[config.mk]
export PLATFORM = sky130hd
export DESIGN_NAME = hpcb_config_bytes
export DESIGN_NICKNAME = d
export VERILOG_FILES = /design/src/hw/hpcb_pkg.sv /design/src/hw/hpcb_config_bytes.sv /design/src/hw/hpcb_port_numberer.sv
export VERILOG_INCLUDE_DIRS = /design/src /design/src/hw
export SDC_FILE = /design/constraint.sdc
export NUM_CORES = 1
export LEC_CHECK = 0
export BUFFER_PORTS_ARGS = -buffer_cell sky130_fd_sc_hd__clkbuf_2
export CAP_MARGIN = 20
export CORE_MARGIN = 2
export CORE_UTILIZATION = 35
export DETAILED_ROUTE_END_ITERATION = 7
export PLACE_DENSITY = 0.62
export REMOVE_ABC_BUFFERS = 1
export SLEW_MARGIN = 20
export SYNTH_ARGS = -nofsm -noshare
export SYNTH_HDL_FRONTEND = slang
export SYNTH_SLANG_ARGS = --single-unit
[constraint.sdc]
create_clock -name mclk_i -period 2.1 [get_ports mclk_i]
set_input_delay 0.315 -clock mclk_i [delete_from_list [all_inputs] [get_ports mclk_i]]
set_output_delay 0.315 -clock mclk_i [all_outputs]
set_load 0.1 [all_outputs]
[src/hw/hpcb_params.svh]
// Offsets, field positions, reset values and timing values in ns of the hub
// port configuration byte block. Included by hw files only.
`ifndef HPCB_PARAMS_SVH
`define HPCB_PARAMS_SVH

`define HPCB_ADDR_CFG2        16'h00E5
`define HPCB_ADDR_CFG3        16'h00E6
`define HPCB_ADDR_FIXED       16'h00E7
`define HPCB_ADDR_SPOFF       16'h00E8
`define HPCB_ADDR_SPOFF_RT    16'h300A
`define HPCB_ADDR_BPOFF_RT    16'h300B
`define HPCB_ADDR_MAP12       16'h30FB
`define HPCB_ADDR_MAP3        16'h30FC

`define HPCB_CFG2_WMASK       8'h38
`define HPCB_CFG3_WMASK       8'h08
`define HPCB_PORT_WMASK       8'h0E
`define HPCB_OC_LSB           4
`define HPCB_COMPOUND_BIT     3
`define HPCB_REMAP_BIT        3
`define HPCB_RESET_BYTE       8'h00

`define HPCB_CLK_NS           40
`define HPCB_OC_BASE_NS       50

`endif

[src/hw/hpcb_pkg.sv]
// Types shared by the hub port configuration byte block.
// Assumes hpcb_params.svh is on the include path.
package hpcb_pkg;

  typedef enum logic [1:0] {
    OC_50NS,
    OC_100NS,
    OC_200NS,
    OC_400NS
  } hpcb_oc_type;

  typedef enum logic [1:0] {
    SRC_CONFIG,
    SRC_STRAP,
    SRC_DEFAULT
  } hpcb_src_type;

  typedef struct packed {
    logic        wr;
    logic        rd;
    logic [15:0] addr;
    logic [7:0]  wdata;
  } hpcb_req_type;

  typedef struct packed {
    logic [1:0] count;
    logic [1:0] num1;
    logic [1:0] num2;
    logic [1:0] num3;
    logic [3:1] fixed;
    logic [3:1] enabled;
    logic       compound;
  } hpcb_report_type;

endpackage

[src/hw/hpcb_config_bytes.sv]
// What this block does
// - Two-bit over-current delay, 50 to 400 ns
// - Compound flag reports compound device membership
// - Strap mode: any fixed port means compound
// - Remap select picks standard or remap numbering
// - Standard: port n, disabled ports close ranks
// - Standard enables from straps or disable registers
// - Remap numbers from two map registers
// - Fixed mask bits 1..3 flag ports
// - Default config uses two-bit fixed strap
// - Self-powered mask bits 1..3 disable ports
// - Self-powered disabled ports come back on when bus-powered
// - Report enabled count, contiguous order
// - Self-powered mask used only when self-powered
//
// Hub port configuration byte set: register file plus reported view.
// Assumes a same-clock register port and pin-level straps.
`timescale 1ns/1ns
`default_nettype none
`include "hpcb_params.svh"
module hpcb_config_bytes
  import hpcb_pkg::*;
#(
  parameter int PORTS = 3
) (
  input  wire logic            mclk_i,
  input  wire logic            sys_rst_i,
  input  wire logic            ce_i,
  input  wire hpcb_pkg::hpcb_req_type req_i,
  output logic      [7:0]      rdata_o,
  output logic                 rvalid_o,
  input  wire hpcb_pkg::hpcb_src_type src_i,
  input  wire logic            supply_source_sel_i,
  input  wire logic [1:0]      fixed_port_strap_i,
  input  wire logic [1:0]      port_off_strap_i,
  input  wire logic [3:1]      strap_fixed_i,
  output hpcb_pkg::hpcb_oc_type overcurrent_delay_sel_o,
  output logic      [4:0]      overcurrent_delay_cycles_o,
  output hpcb_pkg::hpcb_report_type report_o
);
  import hpcb_pkg::*;

  logic [7:0] config_byte_two_q;
  logic [7:0] config_byte_three_q;
  logic [7:0] fixed_port_mask_q;
  logic [7:0] selfpwr_port_off_q;
  logic [7:0] selfpwr_rt_q;
  logic [7:0] buspwr_rt_q;
  logic [7:0] map12_q;
  logic [7:0] map3_q;
  logic [7:0] rdata_q;
  logic       rvalid_q;
  logic [7:0] reg_hit;
  logic [7:0] wr_en;
  logic [3:1] dflt_fixed;
  logic [3:1] strap_off;
  logic [3:1] sp_off;

  // Pin straps pass two flops before use
  logic       sup_m_q;
  logic       sup_q;
  logic [1:0] fstr_m_q;
  logic [1:0] fstr_q;
  logic [1:0] ostr_m_q;
  logic [1:0] ostr_q;
  logic [3:1] sfix_m_q;
  logic [3:1] sfix_q;

  logic [3:1] fixed_d;
  logic [3:1] fixed_q;
  logic [3:1] off_d;
  logic [3:1] enable_d;
  logic [3:1] enable_q;
  logic       compound_d;
  logic       compound_q;
  logic [2*PORTS:1] nums;
  logic [1:0] count;
  hpcb_oc_type oc_q;
  logic [4:0] oc_cyc_q;

  localparam int OC_CYC0 = (`HPCB_OC_BASE_NS + `HPCB_CLK_NS - 1) / `HPCB_CLK_NS;
  localparam int OC_CYC1 = (2 * `HPCB_OC_BASE_NS + `HPCB_CLK_NS - 1) / `HPCB_CLK_NS;
  localparam int OC_CYC2 = (4 * `HPCB_OC_BASE_NS + `HPCB_CLK_NS - 1) / `HPCB_CLK_NS;
  localparam int OC_CYC3 = (8 * `HPCB_OC_BASE_NS + `HPCB_CLK_NS - 1) / `HPCB_CLK_NS;

  // Bit positions in the one-hot register select
  localparam int SEL_CFG2  = 0;
  localparam int SEL_CFG3  = 1;
  localparam int SEL_FIXED = 2;
  localparam int SEL_SPOFF = 3;
  localparam int SEL_SPRT  = 4;
  localparam int SEL_BPRT  = 5;
  localparam int SEL_MAP12 = 6;
  localparam int SEL_MAP3  = 7;

  always_ff @(posedge mclk_i) begin
    if (sys_rst_i) begin
      sup_m_q  <= 1'b0;
      sup_q    <= 1'b0;
      fstr_m_q <= 2'h0;
      fstr_q   <= 2'h0;
      ostr_m_q <= 2'h0;
      ostr_q   <= 2'h0;
      sfix_m_q <= 3'h0;
      sfix_q   <= 3'h0;
    end else if (ce_i) begin
      sup_m_q  <= supply_source_sel_i;
      sup_q    <= sup_m_q;
      fstr_m_q <= fixed_port_strap_i;
      fstr_q   <= fstr_m_q;
      ostr_m_q <= port_off_strap_i;
      ostr_q   <= ostr_m_q;
      sfix_m_q <= strap_fixed_i;
      sfix_q   <= sfix_m_q;
    end
  end

  // One-hot register select for the write enables
  always_comb begin
    reg_hit = 8'h00;
    if (req_i.addr == `HPCB_ADDR_CFG2) begin
      reg_hit[SEL_CFG2] = 1'b1;
    end else if (req_i.addr == `HPCB_ADDR_CFG3) begin
      reg_hit[SEL_CFG3] = 1'b1;
    end else if (req_i.addr == `HPCB_ADDR_FIXED) begin
      reg_hit[SEL_FIXED] = 1'b1;
    end else if (req_i.addr == `HPCB_ADDR_SPOFF) begin
      reg_hit[SEL_SPOFF] = 1'b1;
    end else if (req_i.addr == `HPCB_ADDR_SPOFF_RT) begin
      reg_hit[SEL_SPRT] = 1'b1;
    end else if (req_i.addr == `HPCB_ADDR_BPOFF_RT) begin
      reg_hit[SEL_BPRT] = 1'b1;
    end else if (req_i.addr == `HPCB_ADDR_MAP12) begin
      reg_hit[SEL_MAP12] = 1'b1;
    end else if (req_i.addr == `HPCB_ADDR_MAP3) begin
      reg_hit[SEL_MAP3] = 1'b1;
    end
  end

  // Unmapped writes select nothing and are dropped
  assign wr_en = (ce_i && req_i.wr) ? reg_hit : 8'h00;

  // Reserved bits masked on the way in, so they always read zero
  always_ff @(posedge mclk_i) begin
    if (sys_rst_i) begin
      config_byte_two_q <= `HPCB_RESET_BYTE;
    end else if (wr_en[SEL_CFG2]) begin
      config_byte_two_q <= req_i.wdata & `HPCB_CFG2_WMASK;
    end
  end

  always_ff @(posedge mclk_i) begin
    if (sys_rst_i) begin
      config_byte_three_q <= `HPCB_RESET_BYTE;
    end else if (wr_en[SEL_CFG3]) begin
      config_byte_three_q <= req_i.wdata & `HPCB_CFG3_WMASK;
    end
  end

  always_ff @(posedge mclk_i) begin
    if (sys_rst_i) begin
      fixed_port_mask_q <= `HPCB_RESET_BYTE;
    end else if (wr_en[SEL_FIXED]) begin
      fixed_port_mask_q <= req_i.wdata & `HPCB_PORT_WMASK;
    end
  end

  always_ff @(posedge mclk_i) begin
    if (sys_rst_i) begin
      selfpwr_port_off_q <= `HPCB_RESET_BYTE;
    end else if (wr_en[SEL_SPOFF]) begin
      selfpwr_port_off_q <= req_i.wdata & `HPCB_PORT_WMASK;
    end
  end

  always_ff @(posedge mclk_i) begin
    if (sys_rst_i) begin
      selfpwr_rt_q <= `HPCB_RESET_BYTE;
    end else if (wr_en[SEL_SPRT]) begin
      selfpwr_rt_q <= req_i.wdata & `HPCB_PORT_WMASK;
    end
  end

  always_ff @(posedge mclk_i) begin
    if (sys_rst_i) begin
      buspwr_rt_q <= `HPCB_RESET_BYTE;
    end else if (wr_en[SEL_BPRT]) begin
      buspwr_rt_q <= req_i.wdata & `HPCB_PORT_WMASK;
    end
  end

  // Map bytes keep all eight bits; only the number fields are used
  always_ff @(posedge mclk_i) begin
    if (sys_rst_i) begin
      map12_q <= `HPCB_RESET_BYTE;
    end else if (wr_en[SEL_MAP12]) begin
      map12_q <= req_i.wdata;
    end
  end

  always_ff @(posedge mclk_i) begin
    if (sys_rst_i) begin
      map3_q <= `HPCB_RESET_BYTE;
    end else if (wr_en[SEL_MAP3]) begin
      map3_q <= req_i.wdata;
    end
  end

  // Read strobe echoes one cycle later and holds under a low enable
  always_ff @(posedge mclk_i) begin
    if (sys_rst_i) begin
      rvalid_q <= 1'b0;
    end else if (ce_i) begin
      rvalid_q <= req_i.rd;
    end
  end

  // Reads answer one cycle later; unmapped reads return zero
  always_ff @(posedge mclk_i) begin
    if (sys_rst_i) begin
      rdata_q <= 8'h00;
    end else if (ce_i) begin
      if (!req_i.rd) begin
        rdata_q <= rdata_q;
      end else if (req_i.addr == `HPCB_ADDR_CFG2) begin
        rdata_q <= config_byte_two_q;
      end else if (req_i.addr == `HPCB_ADDR_CFG3) begin
        rdata_q <= config_byte_three_q;
      end else if (req_i.addr == `HPCB_ADDR_FIXED) begin
        rdata_q <= fixed_port_mask_q;
      end else if (req_i.addr == `HPCB_ADDR_SPOFF) begin
        rdata_q <= selfpwr_port_off_q;
      end else if (req_i.addr == `HPCB_ADDR_SPOFF_RT) begin
        rdata_q <= selfpwr_rt_q;
      end else if (req_i.addr == `HPCB_ADDR_BPOFF_RT) begin
        rdata_q <= buspwr_rt_q;
      end else if (req_i.addr == `HPCB_ADDR_MAP12) begin
        rdata_q <= map12_q;
      end else if (req_i.addr == `HPCB_ADDR_MAP3) begin
        rdata_q <= map3_q;
      end else begin
        rdata_q <= 8'h00;
      end
    end
  end

  // Per-port views; the two-bit straps never reach port 3
  genvar gp;
  generate
    for (gp = 1; gp <= 3; gp++) begin : g_port
      if (gp < 3) begin : g_strapped
        assign dflt_fixed[gp] = fstr_q[gp-1];
        assign strap_off[gp]  = ostr_q[gp-1];
      end else begin : g_bare
        assign dflt_fixed[gp] = 1'b0;
        assign strap_off[gp]  = 1'b0;
      end
      assign sp_off[gp] = selfpwr_port_off_q[gp] | selfpwr_rt_q[gp];
    end
  endgenerate

  // Fixed ports and disables by configuration source
  always_comb begin
    fixed_d  = fixed_port_mask_q[3:1];
    off_d    = 3'h0;
    if (src_i == SRC_DEFAULT) begin
      fixed_d = dflt_fixed;
      off_d   = strap_off;
    end else if (src_i == SRC_STRAP) begin
      fixed_d = sfix_q;
      off_d   = strap_off;
    end else if (sup_q) begin
      off_d = sp_off;
    end else begin
      off_d = buspwr_rt_q[3:1];
    end
    enable_d = ~off_d;
  end

  // Strap mode cannot express compound, so any fixed port implies it
  always_comb begin
    if (src_i == SRC_STRAP) begin
      compound_d = |fixed_d;
    end else begin
      compound_d = config_byte_two_q[`HPCB_COMPOUND_BIT];
    end
  end

  always_ff @(posedge mclk_i) begin
    if (sys_rst_i) begin
      fixed_q    <= 3'h0;
      enable_q   <= 3'h7;
      compound_q <= 1'b0;
    end else if (ce_i) begin
      fixed_q    <= fixed_d & enable_d;
      enable_q   <= enable_d;
      compound_q <= compound_d;
    end
  end

  // Delay code in ascending order; cycles round up
  always_ff @(posedge mclk_i) begin
    if (sys_rst_i) begin
      oc_q     <= OC_50NS;
      oc_cyc_q <= 5'(OC_CYC0);
    end else if (ce_i) begin
      oc_q <= hpcb_oc_type'(config_byte_two_q[`HPCB_OC_LSB +: 2]);
      case (config_byte_two_q[`HPCB_OC_LSB +: 2])
        2'h0:    oc_cyc_q <= 5'(OC_CYC0);
        2'h1:    oc_cyc_q <= 5'(OC_CYC1);
        2'h2:    oc_cyc_q <= 5'(OC_CYC2);
        default: oc_cyc_q <= 5'(OC_CYC3);
      endcase
    end
  end

  hpcb_port_numberer #(
    .PORTS (PORTS)
  ) u_numberer (
    .mclk_i    (mclk_i),
    .sys_rst_i (sys_rst_i),
    .ce_i      (ce_i),
    .remap_i   (config_byte_three_q[`HPCB_REMAP_BIT]),
    .enable_i  (enable_q),
    .map12_i   (map12_q),
    .map3_i    (map3_q),
    .nums_o    (nums),
    .count_o   (count)
  );

  assign rdata_o                    = rdata_q;
  assign rvalid_o                   = rvalid_q;
  assign overcurrent_delay_sel_o    = oc_q;
  assign overcurrent_delay_cycles_o = oc_cyc_q;
  assign report_o.count    = count;
  assign report_o.num1     = nums[2:1];
  assign report_o.num2     = nums[4:3];
  assign report_o.num3     = nums[6:5];
  assign report_o.fixed    = fixed_q;
  assign report_o.enabled  = enable_q;
  assign report_o.compound = compound_q;
endmodule
`default_nettype wire

[src/hw/hpcb_port_numberer.sv]
// Assigns reported port numbers from enables and remap bytes.
// Assumes a same-clock parent; output comes from flops.
`timescale 1ns/1ns
`default_nettype none
module hpcb_port_numberer
  import hpcb_pkg::*;
#(
  parameter int PORTS = 3
) (
  input  wire logic             mclk_i,
  input  wire logic             sys_rst_i,
  input  wire logic             ce_i,
  input  wire logic             remap_i,
  input  wire logic [PORTS:1]   enable_i,
  input  wire logic [7:0]       map12_i,
  input  wire logic [7:0]       map3_i,
  output logic      [2*PORTS:1] nums_o,
  output logic      [1:0]       count_o
);
  logic [2*PORTS:1] nums_d;
  logic [2*PORTS:1] nums_q;
  logic [1:0]       count_d;
  logic [1:0]       count_q;
  logic [1:0]       run [0:PORTS];
  logic [1:0]       mapv [1:PORTS];

  // Low two bits of a nibble per port in the map bytes, zero meaning unused
  assign mapv[1] = map12_i[1:0];
  assign mapv[2] = map12_i[5:4];
  assign mapv[3] = map3_i[1:0];
  assign run[0]  = 2'h0;

  genvar g;
  generate
    for (g = 1; g <= PORTS; g++) begin : g_port
      // Contiguous numbering skips disabled ports
      assign run[g] = run[g-1] + {1'b0, enable_i[g]};
      always_comb begin
        if (!enable_i[g]) begin
          nums_d[2*g -: 2] = 2'h0;
        end else if (remap_i) begin
          nums_d[2*g -: 2] = mapv[g];
        end else begin
          nums_d[2*g -: 2] = run[g];
        end
      end
    end
  endgenerate

  assign count_d = run[PORTS];

  always_ff @(posedge mclk_i) begin
    if (sys_rst_i) begin
      nums_q  <= '0;
      count_q <= 2'h0;
    end else if (ce_i) begin
      nums_q  <= nums_d;
      count_q <= count_d;
    end
  end

  assign nums_o  = nums_q;
  assign count_o = count_q;
endmodule
`default_nettype wire

Yosys cells after proc, flatten, opt, wreduce, memory -nomap -nowiden --
Index checks and enable logic that the tools add are counted.
Cells by class: add/sub/neg operators 2, mux-type cells 37, bitwise gates (word level) 5, reductions and logical operators 4, equal/unequal tests 12
Operator list (count):
- 2-to-1 mux 8 bit | 9
- equality test 16 x 14 -> 1 bit, second input constant | 4
- equality test 16 x 8 -> 1 bit, second input constant | 4
- 2-to-1 mux 3 bit | 6
- 2-to-1 mux 2 bit | 7
- case mux 4 bit (3 select lines) | 1
- 2-to-1 mux 1 bit | 10
- 2-to-1 mux 7 bit | 1
- 2-to-1 mux 6 bit | 1
- 2-to-1 mux 5 bit | 1
- equality test 2 x 1 -> 1 bit, second input constant | 2
- equality test 2 bit, second input constant | 2
- 2-to-1 mux 4 bit | 1
- AND 3 bit | 1
- inverter 3 bit | 1
- bitwise OR 1 bit | 3
- OR reduction 3 bit | 1
- adder 1 x 1 -> 2 bit | 1
- adder 2 x 1 -> 2 bit | 1
- zero test 2 bit | 1
- AND reduction 2 bit | 1
- logical AND 1 bit | 1
Word-level totals: register bits 79, input bits 39, output and inout bits 31, word-level logic and storage cells 85

Depth between registers and ports, before layout --
Gate-level depths: netlist of the first run.
depth in word-level cells 10, gate-level depth with buffers 7, mapped depth without buffers 5

Hierarchy --
A second synthesis of the first run with hierarchy kept.
Unflattened totals: cell total of the unflattened synthesis 407, area, all modules 3721.1 um2
By module, submodules not included:
- hpcb_config_bytes | seq. area each 1401.3 um2, instances 1, cells each 368, area each 3344.5 um2
- hpcb_port_numberer | seq. area each 160.2 um2, instances 1, cells each 39, area each 376.6 um2

Worst setup path before layout of the first run --
No wires, ideal clock.
kind reg2reg, start register enable_q[2] (netlist bit), end register u_numberer.nums_q (netlist bit u_numberer.nums_o[5]), data arrival time 1996 ps, buffers on the path 0, cell stages (with the launch flop) 5, path slack -28 ps, setup time 132 ps, data required time 1968 ps, period minus slack after synthesis 2128 ps, cell sequence dfxtp_1 fa_1 mux2_2 nand3_1 a21oi_1
On the way: word-level cells in the longest chain between the ends 4
Ends and longest elaborated chain:
- start, declared | line hpcb_config_bytes.sv:73 | logic [3:1] enable_q;
- start signal, assigned | line hpcb_config_bytes.sv:296 | enable_q <= enable_d;
- adder 1 x 1 -> 2 bit | line hpcb_port_numberer.sv:37 | assign run[g] = run[g-1] + {1'b0, enable_i[g]};
- adder 2 x 1 -> 2 bit | line hpcb_port_numberer.sv:37
- net u_numberer.count_d[0] | line hpcb_port_numberer.sv:22 | logic [1:0] count_d;
- 2-to-1 mux 2 bit | line hpcb_port_numberer.sv:41 | end else if (remap_i) begin
- 2-to-1 mux 2 bit | line hpcb_port_numberer.sv:39 | if (!enable_i[g]) begin
- end signal, assigned | line hpcb_port_numberer.sv:57 | nums_q <= nums_d;
- end, declared | line hpcb_port_numberer.sv:21 | logic [2*PORTS:1] nums_q;
The timed path passes the listed nets, and every way through them passes these cells. A chain may end at the register's enable or synchronous reset.

Worst setup path after layout of the first run --
start input port req_i[12] (netlist bit), end register rdata_q[1] (netlist: rdata_o[1])
On the way: word-level cells in the longest chain between the ends 9, elaborated cells on any way between the ends 16, those cells by class eq/ne: 8; mux: 8
Ends and longest elaborated chain:
- start, declared | line hpcb_config_bytes.sv:29 | input wire hpcb_pkg::hpcb_req_type req_i,
- equality test 16 x 14 -> 1 bit (no line)
- 2-to-1 mux 8 bit | line hpcb_config_bytes.sv:239 | end else if (req_i.addr == `HPCB_ADDR_MAP3) begin
- 2-to-1 mux 8 bit | line hpcb_config_bytes.sv:237 | end else if (req_i.addr == `HPCB_ADDR_MAP12) begin
- 2-to-1 mux 8 bit | line hpcb_config_bytes.sv:235 | end else if (req_i.addr == `HPCB_ADDR_BPOFF_RT) begin
- 2-to-1 mux 8 bit | line hpcb_config_bytes.sv:233 | end else if (req_i.addr == `HPCB_ADDR_SPOFF_RT) begin
- 2-to-1 mux 8 bit | line hpcb_config_bytes.sv:231 | end else if (req_i.addr == `HPCB_ADDR_SPOFF) begin
- 2-to-1 mux 8 bit | line hpcb_config_bytes.sv:229 | end else if (req_i.addr == `HPCB_ADDR_FIXED) begin
- 2-to-1 mux 8 bit | line hpcb_config_bytes.sv:227 | end else if (req_i.addr == `HPCB_ADDR_CFG3) begin
- 2-to-1 mux 8 bit (*) | line hpcb_config_bytes.sv:225 | end else if (req_i.addr == `HPCB_ADDR_CFG2) begin
- end signal, assigned | line hpcb_config_bytes.sv:226 | rdata_q <= config_byte_two_q;
- end signal, assigned | line hpcb_config_bytes.sv:228 | rdata_q <= config_byte_three_q;
- end signal, assigned | line hpcb_config_bytes.sv:230 | rdata_q <= fixed_port_mask_q;
- end, declared | line hpcb_config_bytes.sv:51 | logic [7:0] rdata_q;
Every way passes the cells marked *; elsewhere a longest branch is shown, timed or not.

==> reports/results.txt, run 1 <==
The logic gate share of total power is 13.3%, and the average routed wire per standard cell is 15.4 microns. TritonCTS built the clock tree. The critical path is of the input port to flop type. Buffers inserted during clock tree synthesis total 9. The post-layout minimum cycle time is 1.73 ns, and the post-cts gate resize count is 0. The first detailed-routing pass took 4 iterations. The number of standard cells in the layout, taps in and fillers out is 599. The largest voltage drop on the vdd net is 0.420 mV, and the post-synthesis area per instance is 9.42 sq um. The reg-to-reg critical path startpoint was enable_q[1]. In this run the most critical hold path is launched from fixed_port_strap_i[0].

The worst setup path is captured at a flop. During synthesis, Yosys emitted a total of 0 warnings. The clock passes through at most 2 buffers. 0 antenna diodes ended up in the layout.

Counting tap cells, the placed design contains a total of 584 instances. For this configuration, the core starts out at a cell density of 35.8%. CTS placed an instance of clkbuf_8 at the clock tree root. The number of enable flip-flop cells after synthesis was 0. Relative to the synthesized area, the layout overhead comes to 19.9%. The path class of the tightest hold or removal check is input port to flop. In the synthesized netlist the dominant register cell turns out to be dfxtp_1.

The overall die width works out to 106 microns. The most common library cell in the layout ignoring fill and taps was dfxtp_1. For the DRC violation count after routing, the log shows 0.

The area of the die is 11300 sq um. Buffers placed on the I/O ports in this run total 68. The run finished with clean final reports. In this run the standard cell core region covers 10300 sq um. Setup slack closes at 0.373 ns. The part of the Yosys area used for sequential elements was 42.5%. Slew at the pin with the worst max-slew slack: 0.623 ns.

Max-slew violation total from the final report: 0. The first global-routing pass estimated 15300 microns of wire. Remaining global-route overflow: 0.

The tree built by TritonCTS fans out to 78 sinks. The run gives 0 as the number of antenna violations at the first check in global routing. For this run, the top clock speed supported by timing is 579 MHz. Across the routed clock network, the largest skew measured is 0.00974 ns.

The first routing iteration left 125 violations. The row count was 37. The run gives 6850 microns as the post-detailed-placement half-perimeter wirelength. Summed over all nets, the switching power comes to 0.886 mW.

The internal power component is 2.33 mW. Timing analysis after detailed placement gives a worst setup slack of 0.0282 ns. The final layout contains 503 nets. The clock network is responsible for 39.0% of the overall power. The gate count after technology mapping was 390.

Total wirelength of the detailed-routed design: 9250 microns. The worst path uses 82.2% of the clock period. The routed via count is 3055. The run gives 47.7% as the sequential fraction of design power. The worst setup path startpoint is req_i[12]. STA puts the critical path data arrival time at 1.94 ns. Counting flops with an async set or reset pin after synthesis yields a share of 0%.

The clock-pin slew of the registers on the worst-case setup and hold paths came out at 0.08 ns. In this run the remaining antenna-violating nets after routing total 0. The I/O pin count was 70. In this run the cell area of the synthesized design comes to 3670 sq um. The worst pin sits at a relative slew slack of 57.9%.

The total setup buffers inserted after CTS came out at 0. At the later pin of the worst-skew pair, clock insertion delay measures 0.35 ns. Entering global routing, the biggest net connects 27 pins. Counting flops and latches in the post-synthesis netlist gives 78. CTS built an H-tree with a depth of 3. From bottom edge to top edge, the die measures 106 microns. The peak fanout along the critical path is 7. STA classifies the critical path startpoint as an input port. In the final layout, the share of cells above drive strength 1 is 26.3%. Setup repair after global routing left no endpoint under its margin.

Power spread over the standard cell area amounts to 729 nW/um^2. Dividing the detail-routed via count by the number of cells gives 5.10. For the worst setup path, the data required time is 2.31 ns.

The number of global-route vias before repair is 3034, and the overall track demand over capacity in global routing is 17.1%. The placer's final routability congestion estimate came out at 0.830. The logs give 1.80 nW for the leakage component of the power and 57 for the post-synthesis cell type count. Hold repair after CTS inserted 0 buffers. The switching share of total power was 27.6%; the number of hold-slack violations in the final timing report was 0.

Setup violations remaining at the end of the flow were counted as 0. Max-cap violations in this run came to 0. The library cells used most frequently in the layout, excluding fill and tap cells, are dfxtp_1 (78), nor2_1 (71), clkbuf_2 (68).
[power by group through the flow]
stage                     Combinational (mW)  Clock, mW  Sequential, mW
after floorplan                        0.133          0            1.70
final                                  0.427       1.25            1.53
after CTS                              0.429       1.27            1.53
after global routing                   0.460       1.34            1.54
after detailed placement               0.428          0            1.57
after global placement                 0.423          0            1.57
[flip-flops by register name (all words and copies together), names as in the netlist, 3 cells and up]
signal                      flops
map3_q                          8
config_byte_two_q               3
fixed_port_mask_q               3
u_numberer.nums_o               6
fixed_q                         3
selfpwr_port_off_q              3
sfix_m_q                        3
map12_q                         8
enable_q                        3
buspwr_rt_q                     3
overcurrent_delay_cycles_o      4
sfix_q                          3
rdata_o                         8
selfpwr_rt_q                    3
[metrics by stage]
step	cell area [sq um]	power (mW)	utilization (%)	TNS (ns)	hold slack (ns)
final	4410	3.21	42.9	0	0.199
after global routing	4410	3.34	42.9	0	0.209
after global placement	4180	1.99	40.7	0	0.453
after detailed placement	4180	2.00	40.7	0	0.454
after CTS	4410	3.24	42.9	0	0.188
after floorplan	3550	1.83	-	-0.0161	0.384
[Yosys cell counts (all sizes together) (2+ instances only)]
master	count	area (sq um)
a211o	5	43.8
a211oi	5	37.5
a21oi	26	130
a22oi	3	22.5
a2bb2oi	8	70.1
a32oi	5	43.8
and2	2	12.5
and4	5	46.3
buf	8	53.8
clkbuf	18	67.6
dfxtp	78	1560
ha	4	50.1
inv	6	22.5
mux2	4	45.0
mux2i	54	541
nand2	19	71.3
nand2b	7	43.8
nand3	7	40.0
nand4	4	46.3
nor2	71	267
nor2b	3	18.8
nor3	7	51.3
nor4	8	116
nor4b	2	17.5
o211ai	3	22.5
o21ai	3	15.0
o22ai	3	18.8
or2	4	25.0
[critical path: stages]
cell       delay, ns
clkbuf_2        0.10
nor3_1          0.32
nand4_2         0.36
o311ai_4        0.56
a2bb2oi_1       0.21
a211oi_1        0.07
[cell type report]
cell class	count	area (sq um)
timing repair buffer	84	460
clock inverter	5	83.8
clock buffer	10	138
fill	1048	5870
tap	136	170
multi-input combinational	280	1970
inverter	6	22.5
sequential	78	1560
[worst paths after layout]
path         slack (ns)  cells past startpoint              endpoint
max reg2reg        0.64                      4  u_numberer.nums_o[5]
min reg2reg        0.46                      2  u_numberer.nums_o[1]
min                0.20                      3           fstr_m_q[0]
max                0.37                      6            rdata_o[1]
[layer usage]
metal / GRT usage, % / part of all wire [%] / up-vias
met5: 0 / 0 / -
met4: 7.33 / 2.6 / 0
met3: 3.31 / 3.8 / 19
met2: 28.6 / 47 / 68
met1: 21.4 / 46 / 1439
li1: - / - / 1529
[cells by family (layout without fill, tap and decap cells)]
family	Yosys count	count (layout)	share of synthesized area (%)
flip-flops	78	78	42.5
XOR/XNOR	1	1	0.238
AO/OA/AOI/OAI	68	68	13.0
multiplexers	58	58	15.9
AND/OR/NAND/NOR	147	147	22.4
other	1	1	0.102
buffers and inverters	32	105	3.92
adder cells (fa/ha/maj)	5	5	1.91
Note: power is estimated with default switching activity, not from simulation.
==> run 2, diff against run 1 <==
--- a/config.mk
+++ b/config.mk
@@ -11,7 +11,7 @@
 export CORE_MARGIN = 2
 export CORE_UTILIZATION = 35
 export DETAILED_ROUTE_END_ITERATION = 7
-export PLACE_DENSITY = 0.62
+export PLACE_DENSITY = 0.64
 export REMOVE_ABC_BUFFERS = 1
 export SLEW_MARGIN = 20
 export SYNTH_ARGS = -nofsm -noshare
==> constraint.sdc (replaced) <==
create_clock -name mclk_i -period 1.5 [get_ports mclk_i]
set_input_delay 0.225 -clock mclk_i [delete_from_list [all_inputs] [get_ports mclk_i]]
set_output_delay 0.225 -clock mclk_i [all_outputs]
set_load 0.1 [all_outputs]
==> run 2 against run 1 <==
Compared with the run above: final area up 8.0%; highest routed layer unchanged; flip-flop and latch count stayed put; combinational power up 58%; non-clock buffer count grew 36; routed wire length up 2.4%; register-to-register slack worse by 0.51 ns; total power is 36% higher; clock-buffer cell count increased by 1.
==> reports/results.txt, run 2 (synthesis gave the netlist of run 1 again) <==
The slew at the pin with the worst max-slew slack works out to 0.568 ns (-0.0554 ns). The required time at the worst-slack endpoint came out at 1.27 ns (-1.04 ns). The effective utilization at floorplan came out at 35.8% (unchanged). The run gives 3196 (+5.3%) as the number of global-route vias before repair. In this run the clock root is driven by a clkbuf_8.

The I/O pin count came out at 70 (unchanged). The overall track demand over capacity in global routing was 17.4% (+0.29 points). Post-detailed-placement half-perimeter wirelength: 7290 microns (+6.4%). The peak fanout along the critical path is 3 (-4).

The logs give 0.35 ns (about the same) for the clock latency on the worst-skew pair and 78 (unchanged) for the number of clock sinks. The number of violations reported at the end of detailed-routing iteration 0 was 148 (+18%); the maximum level of the CTS H-tree was 3 (unchanged). The total wirelength of the detailed-routed design came out at 9470 microns (+2.4%). Setup repair after global routing could not meet its margin everywhere. The total buffers and inverters traversed by the critical path came out at 1 (unchanged). The library cells used most frequently in the layout, excluding fill and tap cells, are dfxtp_1 (78), nor2_1 (71), clkbuf_2 (64). The switching power came out at 1.25 mW (+41%). The logs give 0 (unchanged) for the number of buffers inserted by hold repair at cts and 62.3% (+4.4 points) for the worst-case headroom to the max-slew limit. For the pin count of the biggest net entering global routing, the log shows 24 (-11%). For this run, the top clock speed supported by timing is 681 MHz. The setup slack of the worst register-to-register path is 0.13 ns (-0.51 ns), and the area added between synthesis and finish is 29.5%.

For the largest voltage drop on the vdd net, the log shows 0.618 mV (+47%). The logs give 4760 sq um (+8.0%) for the final non-filler cell area and 0.0325 ns (-0.340 ns) for the least setup slack across all paths after layout. The number of buffers inserted during clock tree synthesis is 9 (unchanged).

Area of the die: 11300 sq um (unchanged). The top cell family by delay on the critical path was buffers and inverters. The switching share of total power is 28.6% (+1.0 points), and the internal power component is 3.12 mW (+34%). The run gives 0 (unchanged) as the post-cts gate resize count. For the total setup buffers inserted after CTS, the log shows 0 (unchanged). The path class of the tightest hold or removal check is input port to flop.

The average routed wire per standard cell was 14.9 microns (-3.7%). The run gives 49.1% (+1.4 points) as the sequential fraction of design power. The worst setup path is captured at an output port. For the placer's final routability congestion estimate, the log shows 0.844 (+1.8%). The run gives 4 (unchanged) as the total iterations of the first detailed-routing run.

The clock-pin slew of the registers on the worst-case setup and hold paths works out to 0.08 ns (about the same). The critical path is of the flop to output port type. The routed via count came out at 3165 (+3.6%).

The total power density per cell area was 918 nW/um^2 (+26%). TritonCTS built the clock tree. The run finished with clean final reports.

The logs give 0.113 ns (-0.0855 ns) for the final hold slack and 0 (unchanged) for the number of hold-slack violations in the final timing report. The most common library cell in the layout ignoring fill and taps was dfxtp_1. The row count is 37 (unchanged). Count of maximum capacitance violations: 0 (unchanged). The tools report the leakage component of the power as 2.02 nW (+12%).

Longest individual stage delay on the worst path: 0.49 ns (-0.07 ns). After layout, the worst path uses 97.8% of the clock period. The routed design could run at a clock period as short as 1.47 ns. The die extent in y is 106 microns (unchanged), and the final layout net count is 539 (+7.2%). The final setup violation count was 0 (unchanged). DRC violation count after routing: 0 (unchanged).

The remaining antenna violation count was 0 (unchanged); the clock tree buffer depth was 2 (unchanged). The critical path arrival is 1.24 ns (-0.70 ns), and the worst slack at placement is -0.317 ns (-0.345 ns). The run gives 0.00847 ns (-0.00127 ns) as the worst-case clock skew. Overall die width: 106 microns (unchanged). The power share of the clock group was 35.5% (-3.5 points). Share of post-route cells with drive strength above 1: 31.8% (+5.5 points). The count of input and output buffers is 68 (unchanged), and the remaining global-route overflow is 0 (unchanged). Walking the worst path, the cells encountered are clkbuf_2.

The instance area at placement came out at 4550 sq um (+8.8%). The slowest stage of the critical path belongs to the cell clkbuf_2. STA classifies the critical path startpoint as a flop.

Total core area: 10300 sq um (unchanged). The max-slew violation total from the final report is 0 (unchanged), and the number of antenna violations at the first check in global routing is 0 (unchanged). The logic gate share of total power was 15.5% (+2.2 points). The wire length of the first global-routing pass is 15500 microns (+1.6%). The number of vias per cell after detailed routing was 4.97 (-2.6%).
==> run 2: cell types whose count changed in the layout (fill, tap and decap cells not counted), sizes merged <==
cell / delta
buf: +40
bufinv: -1
clkbuf: -3
clkinv: +2
clkinvlp: -1
diode: +1
==> run 2: final timing paths <==
path                                             end  cells after the start                 start
worst max-delay path                      rdata_o[2]                      1            rdata_o[2]
worst min-delay path                     sfix_m_q[1]                      3      strap_fixed_i[1]
worst max register to register           enable_q[1]                      4                 sup_q
worst min register to register  u_numberer.nums_o[4]                      2  u_numberer.nums_o[4]
==> run 2: cell type report <==
class / instances / area [sq um]
Clock buffer: 11 / 131
Multi-Input combinational cell: 280 / 1980
Fill cell: 1007 / 5520
Sequential cell: 78 / 1560
Inverter: 6 / 22.5
Timing Repair Buffer: 120 / 828
Antenna cell: 1 / 2.50
Tap cell: 136 / 170
Clock inverter: 5 / 60.1
==> run 2: per-layer routing <==
metal  share of wire [%]  vias to the layer above  wire (microns)  GRT usage (%)
met5                   0                        -               0              0
met4                 1.1                        0             105           4.27
met3                 5.5                       13             522           5.15
met2                  49                       64            4620           30.0
met1                  45                     1485            4220           21.2
li1                    -                     1603               -              -
==> run 2: power by group through the flow <==
stage / Sequential (mW) / Combinational (mW) / Clock [mW]
6_report: 2.14 / 0.675 / 1.55
5_1_grt: 2.15 / 0.723 / 1.68
4_1_cts: 2.14 / 0.678 / 1.59
3_5_place_dp: 2.19 / 0.676 / 0
3_3_place_gp: 2.19 / 0.669 / 0
2_1_floorplan: 2.38 / 0.186 / 0
==> run 2: stage by stage <==
step | utilization, % | total power [mW] | std cells | TNS, ns
detailed placement | 44.3 | 2.87 | 620 | -8.61
finish | 46.3 | 4.37 | 637 | 0
global placement | 44.3 | 2.86 | 620 | -7.95
CTS | 46.2 | 4.41 | 636 | 0
global route | 46.3 | 4.55 | 636 | -0.0838
floorplan | - | 2.57 | 364 | -10.54
==> run 3, diff against run 2 <==
--- a/config.mk
+++ b/config.mk
@@ -8,9 +8,11 @@
 export LEC_CHECK = 0
 export BUFFER_PORTS_ARGS = -buffer_cell sky130_fd_sc_hd__clkbuf_2
 export CAP_MARGIN = 20
+export CORE_ASPECT_RATIO = 2
 export CORE_MARGIN = 2
 export CORE_UTILIZATION = 35
 export DETAILED_ROUTE_END_ITERATION = 7
+export GPL_TIMING_DRIVEN = 0
 export PLACE_DENSITY = 0.64
 export REMOVE_ABC_BUFFERS = 1
 export SLEW_MARGIN = 20
==> run 3 against run 2 <==
Compared with the run above: the flow now finishes with violations (negative setup slack); sequential power is essentially flat; maximum frequency decreased by 2.4%; cell count shrank 6.0%; register-to-register slack worse by 0.05 ns; sequential share of layout area up 0.75 points; global-route usage is 1.1 points lower; die area up 0.44%; combinational power decreased by 8.1%; first-iteration DRC count is 7.4% lower; clock power grew 61%; flip-flop and latch count did not move; critical path type is now input port to flop; highest routed layer unchanged.
==> reports/results.txt, run 3 (synthesis gave the netlist of run 1 again) <==
The power share of the clock group is 47.3% (+12 points). The footprint of the multi-input gates is 2070 sq um (+4.4%). The worst-case headroom to the max-slew limit came out at 58.3% (-4.1 points).

TritonCTS built the clock tree. The logs give 570 (-8.1%) for the number of placed cells counting well taps and 70 (unchanged) for the I/O pin count. The run gives 1.76 ns (+0.49 ns) as the required time at the worst-slack endpoint. The critical path starts at req_i[9]. The run gives 0.873 (+3.4%) as the placer's final routability congestion estimate. The antenna cell count was 0 (-1); the switching share of total power was 25.4% (-3.2 points). The number of violations reported at the end of detailed-routing iteration 0 was 137 (-7.4%); the total wirelength of the detailed-routed design was 9330 microns (-1.5%). The share of post-route cells with drive strength above 1 came out at 28.4% (-3.4 points). The clock-pin slew of the registers on the worst-case setup and hold paths is 0.06 ns (-0.02 ns), and the effective utilization at floorplan is 35.5% (-0.23 points). The worst slack at placement is -0.919 ns (-0.602 ns). The run gives 1560 sq um (+0.16%) as the sequential cell area. The final reports fail on negative setup slack.

The DRC violation count after routing is 0 (unchanged), and the number of global-route vias before repair is 2938 (-8.1%). Top layer used by detailed routing: met4. The fraction of the cycle the final worst path needs is 100% (+2.5 points). The die extent in y is 149 microns (+40%), and the worst-case clock skew is 0.00507 ns (-0.00340 ns). The number of hold-slack violations in the final timing report came out at 0 (unchanged).

The least setup slack across all paths after layout was -0.00423 ns (-0.0368 ns); the routed via count was 3122 (-1.4%). The internal power component is 3.92 mW (+26%). The routed length on met1 was 4010 microns (-5.2%).

The library cell used most frequently in the layout, excluding fill and tap cells, is dfxtp_1. The maximum level of the CTS H-tree is 3 (unchanged). The final hold slack is 0.122 ns (+0.00852 ns). The overall die width works out to 76.5 microns (-28%). The total core area was 10300 sq um (+0.66%).

The longest individual stage delay on the worst path is 0.36 ns (-0.13 ns). The critical path goes through clkbuf_2 -> nor4_1 -> and4_4 -> a2bb2oi_1 -> a211o_1 -> a211oi_2. The tools report the remaining global-route overflow as 0 (unchanged). Final non-filler cell area: 4660 sq um (-2.1%). The count of maximum capacitance violations was 0 (unchanged); the number of buffers inserted by hold repair at cts was 0 (unchanged). The met2 wirelength from detailed routing was 4720 microns (+2.3%). The remaining antenna violation count is 0 (unchanged).

The critical path class is input port to flop. The run gives 2 (unchanged) as the clock tree buffer depth. The run gives 1 (+1) as the final setup violation count.

The slew at the pin with the worst max-slew slack is 0.624 ns (+0.0563 ns). The library cells used most frequently in the layout, excluding fill and tap cells, are dfxtp_1 (76), nor2_1 (70), clkbuf_2 (63). Among all stages on the critical path, the largest delay is contributed by and4_4. The post-layout minimum cycle time was 1.50 ns (+0.0368 ns); the switching power was 1.34 mW (+7.1%). The peak fanout along the critical path was 12 (+9). The row count is 53 (+43%). For the overall track demand over capacity in global routing, the log shows 16.3% (-1.1 points). The number of vias per cell after detailed routing came out at 5.21 (+4.9%). The run gives 4100 sq um (-10%) as the instance area at placement.

The largest voltage drop on the vdd net was 0.734 mV (+19%); the clock latency on the worst-skew pair was 0.34 ns (about the same). The run gives 11400 sq um (+0.44%) as the area of the die. The logs give 0 (unchanged) for the number of antenna violations at the first check in global routing and 14800 microns (-5.0%) for the wire length of the first global-routing pass. The flow ran to the end, but the final reports show violations.

The count of input and output buffers was 68 (unchanged). The fill cell instance count of the final layout was 1046 (+3.9%). The wire length on met3 is 403 microns (-23%), and the area added between synthesis and finish is 26.8%.

The sequential fraction of design power was 40.9% (-8.2 points). In this run the most critical hold path is launched from fixed_port_strap_i[1]. The tools report the max-slew violation total from the final report as 0 (unchanged). The logs give 9 (unchanged) for the number of buffers inserted during clock tree synthesis and 58 (+140%) for the pin count of the biggest net entering global routing. The tools report the reg-to-reg critical path startpoint as enable_q[3]. The tree is rooted in a clkbuf_16.

The run gives 599 (-6.0%) as the number of standard cells in the layout, taps in and fillers out. Average routed wire per standard cell: 15.6 microns (+4.8%). The total power density per cell area was 1130 nW/um^2 (+23%); the fmax was 665 MHz (-2.4%). The critical path arrival was 1.76 ns (+0.52 ns). For the final layout net count, the log shows 501 (-7.1%). The top cell family by delay on the critical path is simple AND/OR/NAND/NOR gates. Number of clock sinks: 78 (unchanged). The run gives 1.89 nW (-6.6%) as the leakage component of the power.

The class of the worst hold path is input port to flop. The total buffers and inverters traversed by the critical path is 1 (unchanged), and the summed negative setup slack over all endpoints is -0.00423 ns (-0.00423 ns). STA classifies the critical path startpoint as an input port.

The logic gate share of total power was 11.8% (-3.7 points); the post-detailed-placement half-perimeter wirelength was 6310 microns (-13%). The post-route core utilization is 45.0% (-1.3 points), and the total iterations of the first detailed-routing run is 4 (unchanged). Critical path capture point type: a flop. Setup repair after global routing could not meet its margin everywhere. The run gives 5.26 mW (+20%) as the total power consumption of the routed design.
==> run 3: final cells by class <==
| type | count | share of cell area (%) |
|---|---|---|
| clock buffers | 11 | 4.99 |
| clock inverters | 5 | 2.28 |
| inverters | 6 | 0.483 |
| flip-flops and latches | 78 | 33.6 |
| well taps | 137 | 3.68 |
| repair buffers | 81 | 10.6 |
| multi-input cells | 281 | 44.4 |
==> run 3: final timing paths <==
check	end	slack (ns)	cells after the start
max	rdata_o[1]	-0.004	6
min	fstr_m_q[1]	0.12	3
max reg2reg	u_numberer.nums_o[5]	0.08	4
min reg2reg	u_numberer.nums_o[1]	0.46	2
==> run 3: power groups by stage <==
stage	combinational, mW	clock (mW)	sequential (mW)
floorplan	0.186	0	2.38
global placement	0.573	0	2.19
detailed placement	0.587	0	2.20
CTS	0.609	2.52	2.15
global route	0.659	2.62	2.16
finish	0.620	2.49	2.15
==> run 3: routing by layer <==
layer  global-route usage [%]  vias to the layer above
met5                        0                        -
met4                     6.45                        0
met3                     3.39                       17
met2                     27.6                       90
met1                     20.1                     1480
li1                         -                     1535
==> run 3: tightest hold or removal path: cells and delay by family <==
kind / cells / cell delay, ns
AND/OR/NAND/NOR: 1 / 0.07
buffers and inverters: 1 / 0.07
multiplexers: 1 / 0.06
==> run 3: what timing repair did <==
item	CTS	global route
buffers inserted	11	1
cloned	0	1
pin swaps	6	3
resized for setup	18	12
endpoints found under the setup margin	42	29
